[src/pkg/tx_pkg.sv]
// Shared constants for the transmit retry and status controller
package tx_pkg;
  // Register offsets on the plain register port
  localparam logic [3:0] REG_CFG      = 4'h0; // MAC mode and encryption
  localparam logic [3:0] REG_RETRY    = 4'h1; // Application retry count
  localparam logic [3:0] REG_COMPAT   = 4'h2; // Compatibility setting
  localparam logic [3:0] REG_IRQ_STAT = 4'h3; // Sticky event bits, read only
  localparam logic [3:0] REG_IRQ_EN   = 4'h4; // Interrupt enables
  localparam logic [3:0] REG_IRQ_CLR  = 4'h5; // Write one to clear, write only
  localparam logic [3:0] REG_STATE    = 4'h6; // Slot busy bits and ready
  // Field positions
  localparam int CFG_MM_LSB    = 0; // Two-bit MAC mode field
  localparam int CFG_ENC_BIT   = 2; // Encryption enable
  localparam int COMPAT_TX_BIT = 0; // Single-packet compatibility path
  localparam int IRQ_STATUS    = 0; // A status answer was sent
  localparam int IRQ_REJECT    = 1; // A request was too large
  localparam int IRQ_FAIL      = 2; // A request finished without success
  localparam int IRQ_W         = 3;
  // Reset values
  localparam logic [1:0] MM_RST     = 2'h0;
  localparam logic       ENC_RST    = 1'b0;
  localparam logic [7:0] RR_RST     = 8'h00;
  localparam logic [7:0] COMPAT_RST = 8'h00;
  localparam logic [IRQ_W-1:0] IRQ_EN_RST = 3'h0;
  // Payload arithmetic, in bytes
  localparam logic [7:0] PKT_MAX      = 8'h74; // 116
  localparam logic [7:0] ENC_OVH      = 8'h05;
  localparam logic [7:0] LONG_ADDR    = 8'h06;
  localparam logic [7:0] HDR_PLAIN    = 8'h02;
  localparam logic [7:0] HDR_ENC      = 8'h04;
  localparam logic [7:0] COMPAT_ENC   = 8'h5f; // 95
  localparam logic [7:0] COMPAT_PLAIN = 8'h64; // 100
  // Transmit status codes
  localparam logic [7:0] ST_OK      = 8'h00;
  localparam logic [7:0] ST_NOACK   = 8'h01;
  localparam logic [7:0] ST_CCA     = 8'h02;
  localparam logic [7:0] ST_NETACK  = 8'h21;
  localparam logic [7:0] ST_TOO_BIG = 8'h74;
  // Link-level retries per application attempt
  localparam logic [1:0] MAC_RETRIES = 2'h3;
endpackage

[src/pkg/eng_if.sv]
// Control and result bundle between the dispatcher and one attempt engine
`timescale 1ns/1ps
interface eng_if;
  logic       start;    // Launch a request, one cycle
  logic       bcast;    // Broadcast destination
  logic       ack_en;   // Request link acknowledgment
  logic       hdr_en;   // Insert application header
  logic       app_en;   // Application retries active
  logic [7:0] frame_id; // Request frame identifier
  logic [7:0] retries;  // Application retry budget
  logic       take;     // Result consumed, one cycle
  logic       busy;     // Engine holds a request
  logic       done;     // Result waiting
  logic [7:0] done_id;  // Identifier of the finished request
  logic [7:0] code;     // Final status code
  modport ctrl (output start, bcast, ack_en, hdr_en, app_en, frame_id, retries, take,
                input  busy, done, done_id, code);
  modport eng  (input  start, bcast, ack_en, hdr_en, app_en, frame_id, retries, take,
                output busy, done, done_id, code);
endinterface

[src/tx_attempt_engine.sv]
// One transmit slot: link retries, application retries and final status
`timescale 1ns/1ps
module tx_attempt_engine
  import tx_pkg::*;
(
  input  wire logic mclk_in,
  input  wire logic rst_n_in,
  eng_if.eng        ctl,
  input  wire logic link_done_in,
  input  wire logic link_acked_in,
  input  wire logic link_cca_fail_in,
  input  wire logic net_ack_in,
  output logic      start_out,
  output logic      ack_req_out,
  output logic      app_hdr_out,
  output logic      bcast_out
);
  typedef enum logic [1:0] {IDLE, SEND, WAIT, DONE} eng_state_t;

  eng_state_t state;   // Slot sequencer
  logic [1:0] link_cnt; // Link retries used in this application attempt
  logic [7:0] app_cnt;  // Application retries used
  logic [7:0] retries_q; // Latched retry budget
  logic       app_en_q; // Latched application retry enable
  logic       link_bad; // Attempt failed at link level
  logic       app_bad;  // Link fine but no end-to-end acknowledgment
  logic       retry_link;
  logic       retry_app;
  logic [7:0] next_code;

  // Classify the result of the attempt now ending
  always_comb begin
    link_bad   = link_cca_fail_in || (ack_req_out && !link_acked_in);
    app_bad    = !link_bad && app_en_q && !net_ack_in;
    retry_link = link_bad && (link_cnt < MAC_RETRIES);
    retry_app  = !retry_link && (link_bad || app_bad)
                 && app_en_q && (app_cnt < retries_q);
    // Busy channel wins the code; application retry mode reports end-to-end failure
    if (link_cca_fail_in) begin
      next_code = ST_CCA;
    end else if (link_bad || app_bad) begin
      next_code = app_en_q ? ST_NETACK : ST_NOACK;
    end else begin
      next_code = ST_OK;
    end
  end

  // Sequencer
  always_ff @(posedge mclk_in) begin
    if (!rst_n_in) begin
      state <= IDLE;
    end else begin
      case (state)
        IDLE: if (ctl.start) state <= SEND;
        SEND: state <= WAIT;
        WAIT: if (link_done_in) state <= (retry_link || retry_app) ? SEND : DONE;
        DONE: if (ctl.take) state <= IDLE;
        default: state <= IDLE;
      endcase
    end
  end

  // Retry counters; an application retry restarts the link budget
  always_ff @(posedge mclk_in) begin
    if (!rst_n_in || (state == IDLE)) begin
      link_cnt <= 2'h0;
      app_cnt  <= 8'h00;
    end else if ((state == WAIT) && link_done_in) begin
      if (retry_link) begin
        link_cnt <= link_cnt + 2'h1;
      end else if (retry_app) begin
        link_cnt <= 2'h0;
        app_cnt  <= app_cnt + 8'h01;
      end
    end
  end

  // Request attributes, held for the whole life of the request
  always_ff @(posedge mclk_in) begin
    if (!rst_n_in) begin
      ack_req_out <= 1'b0;
      app_hdr_out <= 1'b0;
      bcast_out   <= 1'b0;
      app_en_q    <= 1'b0;
      retries_q   <= 8'h00;
      ctl.done_id <= 8'h00;
    end else if ((state == IDLE) && ctl.start) begin
      ack_req_out <= ctl.ack_en;
      app_hdr_out <= ctl.hdr_en;
      bcast_out   <= ctl.bcast;
      app_en_q    <= ctl.app_en;
      retries_q   <= ctl.retries;
      ctl.done_id <= ctl.frame_id;
    end
  end

  // One-cycle launch pulse and final code
  always_ff @(posedge mclk_in) begin
    if (!rst_n_in) begin
      start_out <= 1'b0;
      ctl.code  <= ST_OK;
    end else begin
      start_out <= (state == SEND);
      if ((state == WAIT) && link_done_in && !retry_link && !retry_app) begin
        ctl.code <= next_code;
      end
    end
  end

  assign ctl.busy = (state != IDLE);
  assign ctl.done = (state == DONE);

  link_cap_a: assert property (@(posedge mclk_in) disable iff (!rst_n_in)
    (state == WAIT) && link_done_in && link_bad && (link_cnt == MAC_RETRIES)
    |=> (state == DONE) || (app_cnt != $past(app_cnt)))
    else $error("link retries exceed three");
  app_cap_a: assert property (@(posedge mclk_in) disable iff (!rst_n_in)
    (state != IDLE) |-> (app_cnt <= retries_q) && (app_en_q || app_cnt == 8'h00))
    else $error("application retries exceed budget");
endmodule

[src/tx_retry_status_ctrl.sv]
// Transmit request dispatcher with payload limits, slots and status reporting
// What this block does
// - Compatibility limits: 95 encrypted, 100 plain.
// - Plain limits 114/108/102; header-less adds two.
// - Encrypted limits 101/95 by destination; header-less adds four.
// - Compat bit 0: single packet, one destination.
// - Otherwise several slots, broadcast beside unicast.
// - Modes 0,3 insert header, duplicate detection.
// - Modes 0,2 request acknowledgment, three retries.
// - Modes 1,3 send unicast without acknowledgment.
// - Broadcast never requests acknowledgment.
// - MAC mode resets to zero.
// - Application retries only with header, three link each.
// - Non-zero frame identifier always gets status.
// - Plain acknowledged: 00 reached, 01 unreachable.
// - Plain unacknowledged: 00 with no retries unless the channel is busy.
// - Busy channel: 02 after three link retries.
// - Header with retries: 00 or 21.
// - Oversized payload answered with status 74.
//
// The register offsets and the strobed register port were chosen for this implementation.
`timescale 1ns/1ps
module tx_retry_status_ctrl
  import tx_pkg::*;
#(
  parameter int SLOTS = 2 // Concurrent transmit slots
) (
  input  wire logic             mclk_in,
  input  wire logic             rst_n_in,
  input  wire logic [3:0]       reg_addr_in,
  input  wire logic [7:0]       reg_wdata_in,
  input  wire logic             reg_wr_in,
  input  wire logic             reg_rd_in,
  output logic      [7:0]       reg_rdata_out,
  input  wire logic             req_valid_in,
  output logic                  req_ready_out,
  input  wire logic [7:0]       req_frame_id_in,
  input  wire logic [7:0]       req_len_in,
  input  wire logic             req_bcast_in,
  input  wire logic             req_long_src_in,
  input  wire logic             req_long_dst_in,
  output logic      [SLOTS-1:0] tx_start_out,
  output logic      [SLOTS-1:0] tx_ack_req_out,
  output logic      [SLOTS-1:0] tx_app_hdr_out,
  output logic      [SLOTS-1:0] tx_bcast_out,
  input  wire logic [SLOTS-1:0] link_done_in,
  input  wire logic [SLOTS-1:0] link_acked_in,
  input  wire logic [SLOTS-1:0] link_cca_fail_in,
  input  wire logic [SLOTS-1:0] net_ack_in,
  output logic                  stat_valid_out,
  output logic      [7:0]       stat_frame_id_out,
  output logic      [7:0]       stat_code_out,
  output logic                  dup_detect_en_out,
  output logic                  irq_out
);
  import tx_pkg::*;

  localparam int IDX_W = (SLOTS > 1) ? $clog2(SLOTS) : 1;

  // Software settings
  logic [1:0]       mac_mode_sel;    // MAC mode
  logic             enc_on;          // Encryption enable
  logic [7:0]       app_retry_count; // Extra application attempts
  logic [7:0]       compat_cfg;      // Compatibility setting
  logic [IRQ_W-1:0] irq_stat;        // Sticky events
  logic [IRQ_W-1:0] irq_en;          // Event enables

  // Decoded modes
  logic compat_on; // Single-packet path
  logic hdr_on;    // Header inserted
  logic ack_on;    // Unicast acknowledgment requested

  // Dispatch
  logic [7:0]       limit;     // Payload limit of the offered request
  logic             accept;    // Request taken this cycle
  logic             too_big;   // Offered payload over the limit
  logic             launch;    // Accepted and sent to a slot
  logic [SLOTS-1:0] busy_vec;
  logic [SLOTS-1:0] done_vec;
  logic [SLOTS-1:0] sel;       // Slot chosen for the launch
  logic [SLOTS-1:0] take_vec;
  logic             free_any;
  logic [IDX_W-1:0] free_idx;
  logic             slot_ok;
  logic [IDX_W-1:0] chosen;
  logic             done_any;
  logic [IDX_W-1:0] done_idx;
  logic             take_ok;
  logic [7:0]       did [SLOTS];   // Finished identifiers per slot
  logic [7:0]       dcode [SLOTS]; // Finished codes per slot
  logic [IRQ_W-1:0] irq_set;
  logic [IRQ_W-1:0] irq_clr;
  logic [IRQ_W-1:0] next_irq_stat;
  logic             next_stat_valid;

  assign compat_on = compat_cfg[COMPAT_TX_BIT];
  assign hdr_on    = (mac_mode_sel[0] == mac_mode_sel[1]);
  assign ack_on    = !mac_mode_sel[0];

  // Payload limit for the offered request
  always_comb begin
    if (compat_on) begin
      limit = enc_on ? COMPAT_ENC : COMPAT_PLAIN;
    end else begin
      limit = PKT_MAX;
      // Encryption forces a long source, so the source size stops mattering
      if (enc_on) begin
        limit = limit - ENC_OVH - LONG_ADDR;
      end else if (req_long_src_in) begin
        limit = limit - LONG_ADDR;
      end
      if (req_long_dst_in) begin
        limit = limit - LONG_ADDR;
      end
      if (hdr_on) begin
        limit = limit - (enc_on ? HDR_ENC : HDR_PLAIN);
      end
    end
  end

  // Free slot and finished slot search, lowest index first
  always_comb begin
    free_any = 1'b0;
    free_idx = '0;
    done_any = 1'b0;
    done_idx = '0;
    for (int k = SLOTS - 1; k >= 0; k--) begin
      if (!busy_vec[k]) begin
        free_any = 1'b1;
        free_idx = IDX_W'(k);
      end
      if (done_vec[k]) begin
        done_any = 1'b1;
        done_idx = IDX_W'(k);
      end
    end
  end

  // Compatibility waits for the whole slot set to drain, using slot zero
  assign slot_ok = compat_on ? (busy_vec == '0) : free_any;
  assign chosen  = compat_on ? '0 : free_idx;
  assign accept  = req_valid_in && req_ready_out;
  assign too_big = req_len_in > limit;
  assign launch  = accept && !too_big;
  // A rejection owns the status port this cycle; finished slots just wait
  assign take_ok = done_any && !(accept && too_big);

  // Slots
  genvar gi;
  generate
    for (gi = 0; gi < SLOTS; gi++) begin : g_slot
      eng_if ei ();
      assign sel[gi]      = launch && (chosen == IDX_W'(gi));
      assign take_vec[gi] = take_ok && (done_idx == IDX_W'(gi));
      assign ei.start     = sel[gi];
      assign ei.bcast     = req_bcast_in;
      assign ei.ack_en    = !req_bcast_in && ack_on;
      assign ei.hdr_en    = hdr_on;
      // Application retries only make sense for unicast with the header
      assign ei.app_en    = !req_bcast_in && hdr_on && (app_retry_count != 8'h00);
      assign ei.frame_id  = req_frame_id_in;
      assign ei.retries   = app_retry_count;
      assign ei.take      = take_vec[gi];
      assign busy_vec[gi] = ei.busy;
      assign done_vec[gi] = ei.done;
      assign did[gi]      = ei.done_id;
      assign dcode[gi]    = ei.code;

      tx_attempt_engine u_eng (
        .mclk_in          (mclk_in),
        .rst_n_in         (rst_n_in),
        .ctl              (ei.eng),
        .link_done_in     (link_done_in[gi]),
        .link_acked_in    (link_acked_in[gi]),
        .link_cca_fail_in (link_cca_fail_in[gi]),
        .net_ack_in       (net_ack_in[gi]),
        .start_out        (tx_start_out[gi]),
        .ack_req_out      (tx_ack_req_out[gi]),
        .app_hdr_out      (tx_app_hdr_out[gi]),
        .bcast_out        (tx_bcast_out[gi])
      );

      bcast_noack_a: assert property (@(posedge mclk_in) disable iff (!rst_n_in)
        tx_start_out[gi] && tx_bcast_out[gi] |-> !tx_ack_req_out[gi])
        else $error("broadcast sent with acknowledgment request");
      mode_ack_a: assert property (@(posedge mclk_in) disable iff (!rst_n_in)
        sel[gi] && !req_bcast_in |-> ##2 tx_start_out[gi]
        && (tx_ack_req_out[gi] == !$past(mac_mode_sel[0], 2)))
        else $error("acknowledgment request does not follow MAC mode");
      hdr_mode_a: assert property (@(posedge mclk_in) disable iff (!rst_n_in)
        sel[gi] |-> ##2 tx_app_hdr_out[gi]
        == ($past(mac_mode_sel[0], 2) == $past(mac_mode_sel[1], 2)))
        else $error("header insertion does not follow MAC mode");
    end
  endgenerate

  // Acceptance: one request, then at least one idle cycle for busy to settle
  always_ff @(posedge mclk_in) begin
    if (!rst_n_in) begin
      req_ready_out <= 1'b0;
    end else begin
      req_ready_out <= !accept && slot_ok;
    end
  end

  // Status answers; zero identifiers are consumed silently
  assign next_stat_valid = (accept && too_big) ? (req_frame_id_in != 8'h00)
                         : take_ok && (did[done_idx] != 8'h00);
  always_ff @(posedge mclk_in) begin
    if (!rst_n_in) begin
      stat_valid_out    <= 1'b0;
      stat_frame_id_out <= 8'h00;
      stat_code_out     <= ST_OK;
    end else begin
      stat_valid_out <= next_stat_valid;
      if (accept && too_big) begin
        stat_frame_id_out <= req_frame_id_in;
        stat_code_out     <= ST_TOO_BIG;
      end else if (take_ok) begin
        stat_frame_id_out <= did[done_idx];
        stat_code_out     <= dcode[done_idx];
      end
    end
  end

  // Header mode also turns on duplicate filtering at the receive side
  always_ff @(posedge mclk_in) begin
    if (!rst_n_in) begin
      dup_detect_en_out <= 1'b0;
    end else begin
      dup_detect_en_out <= hdr_on;
    end
  end

  // Settings written by software
  always_ff @(posedge mclk_in) begin
    if (!rst_n_in) begin
      mac_mode_sel    <= MM_RST;
      enc_on          <= ENC_RST;
      app_retry_count <= RR_RST;
      compat_cfg      <= COMPAT_RST;
      irq_en          <= IRQ_EN_RST;
    end else if (reg_wr_in) begin
      if (reg_addr_in == REG_CFG) begin
        mac_mode_sel <= reg_wdata_in[CFG_MM_LSB +: 2];
        enc_on       <= reg_wdata_in[CFG_ENC_BIT];
      end else if (reg_addr_in == REG_RETRY) begin
        app_retry_count <= reg_wdata_in;
      end else if (reg_addr_in == REG_COMPAT) begin
        compat_cfg <= reg_wdata_in;
      end else if (reg_addr_in == REG_IRQ_EN) begin
        irq_en <= reg_wdata_in[IRQ_W-1:0];
      end
    end
  end

  // Sticky events; a new event beats a clear in the same cycle
  always_comb begin
    irq_set = '0;
    irq_set[IRQ_STATUS] = next_stat_valid;
    irq_set[IRQ_REJECT] = accept && too_big;
    irq_set[IRQ_FAIL]   = take_ok && (dcode[done_idx] != ST_OK);
    irq_clr = (reg_wr_in && (reg_addr_in == REG_IRQ_CLR)) ? reg_wdata_in[IRQ_W-1:0] : '0;
    next_irq_stat = (irq_stat & ~irq_clr) | irq_set;
  end

  always_ff @(posedge mclk_in) begin
    if (!rst_n_in) begin
      irq_stat <= '0;
      irq_out  <= 1'b0;
    end else begin
      irq_stat <= next_irq_stat;
      irq_out  <= |(next_irq_stat & irq_en);
    end
  end

  // Read data, valid only in the cycle after the read strobe
  always_ff @(posedge mclk_in) begin
    if (!rst_n_in || !reg_rd_in) begin
      reg_rdata_out <= 8'h00;
    end else if (reg_addr_in == REG_CFG) begin
      reg_rdata_out <= {5'h00, enc_on, mac_mode_sel};
    end else if (reg_addr_in == REG_RETRY) begin
      reg_rdata_out <= app_retry_count;
    end else if (reg_addr_in == REG_COMPAT) begin
      reg_rdata_out <= compat_cfg;
    end else if (reg_addr_in == REG_IRQ_STAT) begin
      reg_rdata_out <= 8'(irq_stat);
    end else if (reg_addr_in == REG_IRQ_EN) begin
      reg_rdata_out <= 8'(irq_en);
    end else if (reg_addr_in == REG_STATE) begin
      reg_rdata_out <= 8'({busy_vec, req_ready_out});
    end else begin
      // Unmapped and write-only addresses read zero
      reg_rdata_out <= 8'h00;
    end
  end

  reset_mode_a: assert property (@(posedge mclk_in)
    !rst_n_in |=> (mac_mode_sel == MM_RST) && !stat_valid_out)
    else $error("MAC mode not zero after reset");
  too_big_a: assert property (@(posedge mclk_in) disable iff (!rst_n_in)
    accept && too_big && (req_frame_id_in != 8'h00)
    |=> stat_valid_out && (stat_code_out == ST_TOO_BIG))
    else $error("oversized request not answered with 74");
  compat_lim_a: assert property (@(posedge mclk_in) disable iff (!rst_n_in)
    accept && compat_on && (req_len_in > (enc_on ? COMPAT_ENC : COMPAT_PLAIN))
    |-> !launch) else $error("compatibility limit not applied");
  zero_id_a: assert property (@(posedge mclk_in) disable iff (!rst_n_in)
    stat_valid_out |-> stat_frame_id_out != 8'h00)
    else $error("status sent for zero identifier");
  compat_one_a: assert property (@(posedge mclk_in) disable iff (!rst_n_in)
    accept && compat_on && $past(compat_on) |-> (busy_vec == '0))
    else $error("second packet started in compatibility mode");
  irq_level_a: assert property (@(posedge mclk_in) disable iff (!rst_n_in)
    ##1 irq_out == |(irq_stat & $past(irq_en)))
    else $error("interrupt level disagrees with status");

  compat_cov: cover property (@(posedge mclk_in) disable iff (!rst_n_in)
    launch && compat_on);
  netack_cov: cover property (@(posedge mclk_in) disable iff (!rst_n_in)
    stat_valid_out && (stat_code_out == ST_NETACK));
  reject_cov: cover property (@(posedge mclk_in) disable iff (!rst_n_in)
    stat_valid_out && (stat_code_out == ST_TOO_BIG));
  parallel_cov: cover property (@(posedge mclk_in) disable iff (!rst_n_in)
    &busy_vec);
endmodule

[config.mk]
export PLATFORM = sky130hd
export DESIGN_NAME = tx_retry_status_ctrl
export DESIGN_NICKNAME = d
export VERILOG_FILES = /design/src/pkg/tx_pkg.sv /design/src/pkg/eng_if.sv /design/src/tx_attempt_engine.sv /design/src/tx_retry_status_ctrl.sv
export SDC_FILE = /design/constraint.sdc
export NUM_CORES = 1
export LEC_CHECK = 0
export BUFFER_PORTS_ARGS = -buffer_cell sky130_fd_sc_hd__buf_2
export CAP_MARGIN = 20
export CORE_UTILIZATION = 58
export DETAILED_ROUTE_END_ITERATION = 7
export PLACE_DENSITY = 0.78
export REMOVE_ABC_BUFFERS = 1
export SLEW_MARGIN = 20
export SYNTH_ARGS = -nofsm -noshare
export SYNTH_HDL_FRONTEND = slang
export SYNTH_SLANG_ARGS = --single-unit
[constraint.sdc]
create_clock -name mclk_in -period 4.6 [get_ports mclk_in]
set_clock_uncertainty 0.05 [all_clocks]
set_input_delay 0.69 -clock mclk_in [delete_from_list [all_inputs] [get_ports mclk_in]]
set_output_delay 0.69 -clock mclk_in [all_outputs]
set_load 0.02 [all_outputs]
==> results.cfg <==
[routing]
via_per_inst = 5.64
drc = 0
drtAntennaViolNets = 0
firstDrtPassIters = 4
dr_total_vias = 5046
drt-initial-drc-count = 203
wirelength_um = 14400
post_drt_wl_per_cell_um = 16.1

[synth]
syn-cell-area_um2 = 6290
ys_ff_latch = 121
synth_edf_count = 0
synth.area.mux_share_pct = 14.7
yosys.area_share.simple_pct = 21.1
synth_cell_types = 68
synth_area_per_cell_um2 = 9.20
synth_compound_area_share_pct = 12.6
ys_seq_area_share_pct = 38.5
synth-xor-area-share_pct = 1.53
synth-async-reset-ratio_pct = 0
yosys.area_share.adder_pct = 5.85
synth_top_family_by_area = simple AND/OR/NAND/NOR gates
netlist_instances = 684
synthFlopType = dfxtp_1
yosysWarnings = 0

[power_and_ir_drop]
p_per_area_nw_per_um2 = 384
finalPower_uw = 2820
p_leak_uw = 0.00300
peakVddDrop_v = 0.000305

[worst_setup_path]
start_kind = flip-flop
path_class = reg2reg
ff2ff_path_depth = 15
r2r-start = enc_on
arrival_ns = 4.25
r2r-end = g_slot[1].u_eng.ctl.done_id[0]
crit_fanout = 19
regToRegSetupSlack_ns = 0.71
endpoint_kind = flip-flop
worst_ep_required_time_ns = 4.96

[floorplan]
die_w_um = 106
die_h_um = 106
io_pins = 80
dieArea_um2 = 11300
core_area_um2 = 10400
initial_core_util_pct = 60.4
rows = 37

[layout]
n_antenna_cell = 0
final_area_um2 = 7340
regArea_um2 = 2420
final_nets = 817
syn2layout_area_growth_pct = 16.7
multi_input_area_um2 = 3530
nFillCells = 781
fin_util_pct = 70.5
post_route_cells_drive_above_1_share_pct = 17.5

[min_path]
min-delay-start = reg_wdata_in[6]
hold_depth = 3
hp-class = in2reg
holdPathEnd = app_retry_count[6]

[placed_design]
dp_hpwl_um = 10000
dp_slack_ns = 0.519
place_area_um2 = 6660
port-buffer-count = 77
globalplace.congestion = 0.838

[timing]
rsz0062_at_grt = no
slew_headroom_pct = 33.0
fin_crit_ns = 3.89
setup_viol = 0
worst_pin_slew_ns = 1.00
hold_viol_final = 0
maxSlewViolCount = 0
fin_ws_ns = 0.706
tns_ns = 0
max_freq_ghz = 0.257
post-route-period-util_pct = 84.7

[grt]
grt_pass1_wl_um = 23300
antenna_found_initial = 0
grt_max_degree = 46
grt_usage_pct = 26.4
grt_overflow = 0
grt_pass1_vias = 4956

[cts]
clk_latency_ns = 0.52
cts_hold_buf = 0
htreeDepth = 4
ctsRootBufferMaster = clkbuf_8
cts-buffers-inserted = 17
cts_buffer_depth = 2
tritoncts = done
path_clk_slew_ns = 0.06
cts_resized = 0
cts_sinks = 121
postCtsSetupRepairBufs = 0

[run]
cap_violations = 0

[run_status]
outcome = finished clean
==> cells in the final DEF, fill, tap and decap left out, types with 6 or more instances in the layout <==
master	count
a21oi_1	21
a22oi_1	8
a31oi_1	6
buf_2	77
bufinv_16	6
clkbuf_16	16
dfxtp_1	121
ha_1	27
inv_1	29
mux2i_1	91
nand2_1	45
nand2b_1	7
nand3_1	15
nand4_1	8
nor2_1	45
nor2b_1	82
nor3_1	8
nor4_1	9
o21ai_0	21
xor2_1	7
==> cell families (layout without fill, tap and decap cells) <==
kind of cell    Yosys count  after routing
flops                   121            121
fa+ha+maj                29             29
simple gates            248            248
buf+inv                  72            144
other cells               1              3
compound gates          110            110
xor+xnor                 11             11
mux                      92             92
==> critical path: stages, from the launching register on <==
cell and delay [ns]:
dfxtp_1 0.54, clkinv_1 0.30, ha_1 0.29, fa_1 0.35, nand2_1 0.11, a21oi_1 0.08, o21ai_0 0.09, nand2_1 0.07
o31ai_1 0.07, ha_1 0.30, a21oi_1 0.19, nand3_2 0.19, a2111oi_4 0.42, buf_4 0.40, mux2i_1 0.26, nor2b_1 0.07
==> flip-flops by register name (all words and copies together), names as in the netlist, 3 cells and up <==
register / count
irq_en: 3
g_slot.u_eng.ctl.done_id: 16
g_slot.u_eng.link_cnt: 4
stat_code_out: 4
app_retry_count: 8
g_slot.u_eng.state: 4
g_slot.u_eng.ctl.code: 6
irq_stat: 3
g_slot.u_eng.app_cnt: 16
reg_rdata_out: 8
stat_frame_id_out: 8
g_slot.u_eng.retries_q: 16
compat_cfg: 8
==> cells in the mapped netlist (3+ instances only) <==
cell type,instances,share of area [%]
o21ai_0,22,1.7
mux2i_1,91,14
o31ai_1,5,0.60
buf_6,4,0.72
buf_4,13,1.6
ha_1,27,5.4
buf_2,5,0.40
nand2b_1,7,0.70
nor4_1,9,0.89
clkbuf_1,20,1.2
and2_1,3,0.30
a211oi_1,5,0.60
xor2_1,7,0.97
o21a_1,3,0.36
a21boi_0,4,0.48
or4_1,3,0.36
a31oi_1,6,0.60
nor2b_1,82,8.2
nor2_1,45,2.7
o211ai_1,4,0.48
a22oi_1,8,0.95
dfxtp_1,121,38
nand2_1,45,2.7
nand3_1,15,1.2
or3_1,4,0.40
nand4_1,8,0.80
nor3_1,8,0.64
xnor2_1,4,0.56
inv_1,29,1.7
and3_1,5,0.50
a21oi_1,21,1.7
a21o_1,5,0.60
==> power breakdown <==
part | internal (uW) | leakage (uW) | switching (uW) | total, uW
clock network | 1050 | 0.000334 | 473 | 1520
logic | 89.2 | 0.00169 | 125 | 214
registers | 1070 | 0.000978 | 18.0 | 1080
total | 2200 | 0.00300 | 616 | 2820
==> metal layers <==
metal	routed length, um	share of wire (%)	track usage [%]	vias up
met1	6660	46	33.1	2374
met5	0	0	0	-
met2	6900	48	44.1	117
met4	265	1.8	11.0	0
met3	588	4.1	5.33	26
li1	-	-	-	2529
==> how the worst max path moves through the flow <==
stage	from	end	cells after the start	slack, ns
2_1_floorplan	req_long_src_in	g_slot[1].u_eng.app_hdr_out	13	0.44
3_3_place_gp	req_long_src_in	g_slot[1].u_eng.retries_q[4]	17	0.67
3_5_place_dp	req_long_src_in	g_slot[1].u_eng.retries_q[5]	17	0.52
4_1_cts	enc_on	g_slot[1].u_eng.ctl.done_id[0]	15	0.69
5_1_grt	enc_on	g_slot[1].u_eng.ctl.done_id[6]	15	0.45
6_report	enc_on	g_slot[1].u_eng.ctl.done_id[0]	15	0.71
==> through the flow <==
step,hold slack [ns],std cells
after global routing,0.412,894
after global placement,0.404,862
after detailed placement,0.418,862
after floorplan,0.394,644
after CTS,0.390,894
final,0.403,894
==> final cells by class <==
cell class	count	area share (%)
multi-input cells	493	48.1
clock inverters	11	2.93
well taps	136	2.32
inverters	30	1.53
flip-flops and latches	121	33.0
clock buffers	21	6.39
repair buffers	82	5.76
(Power assumes the default switching activity.)
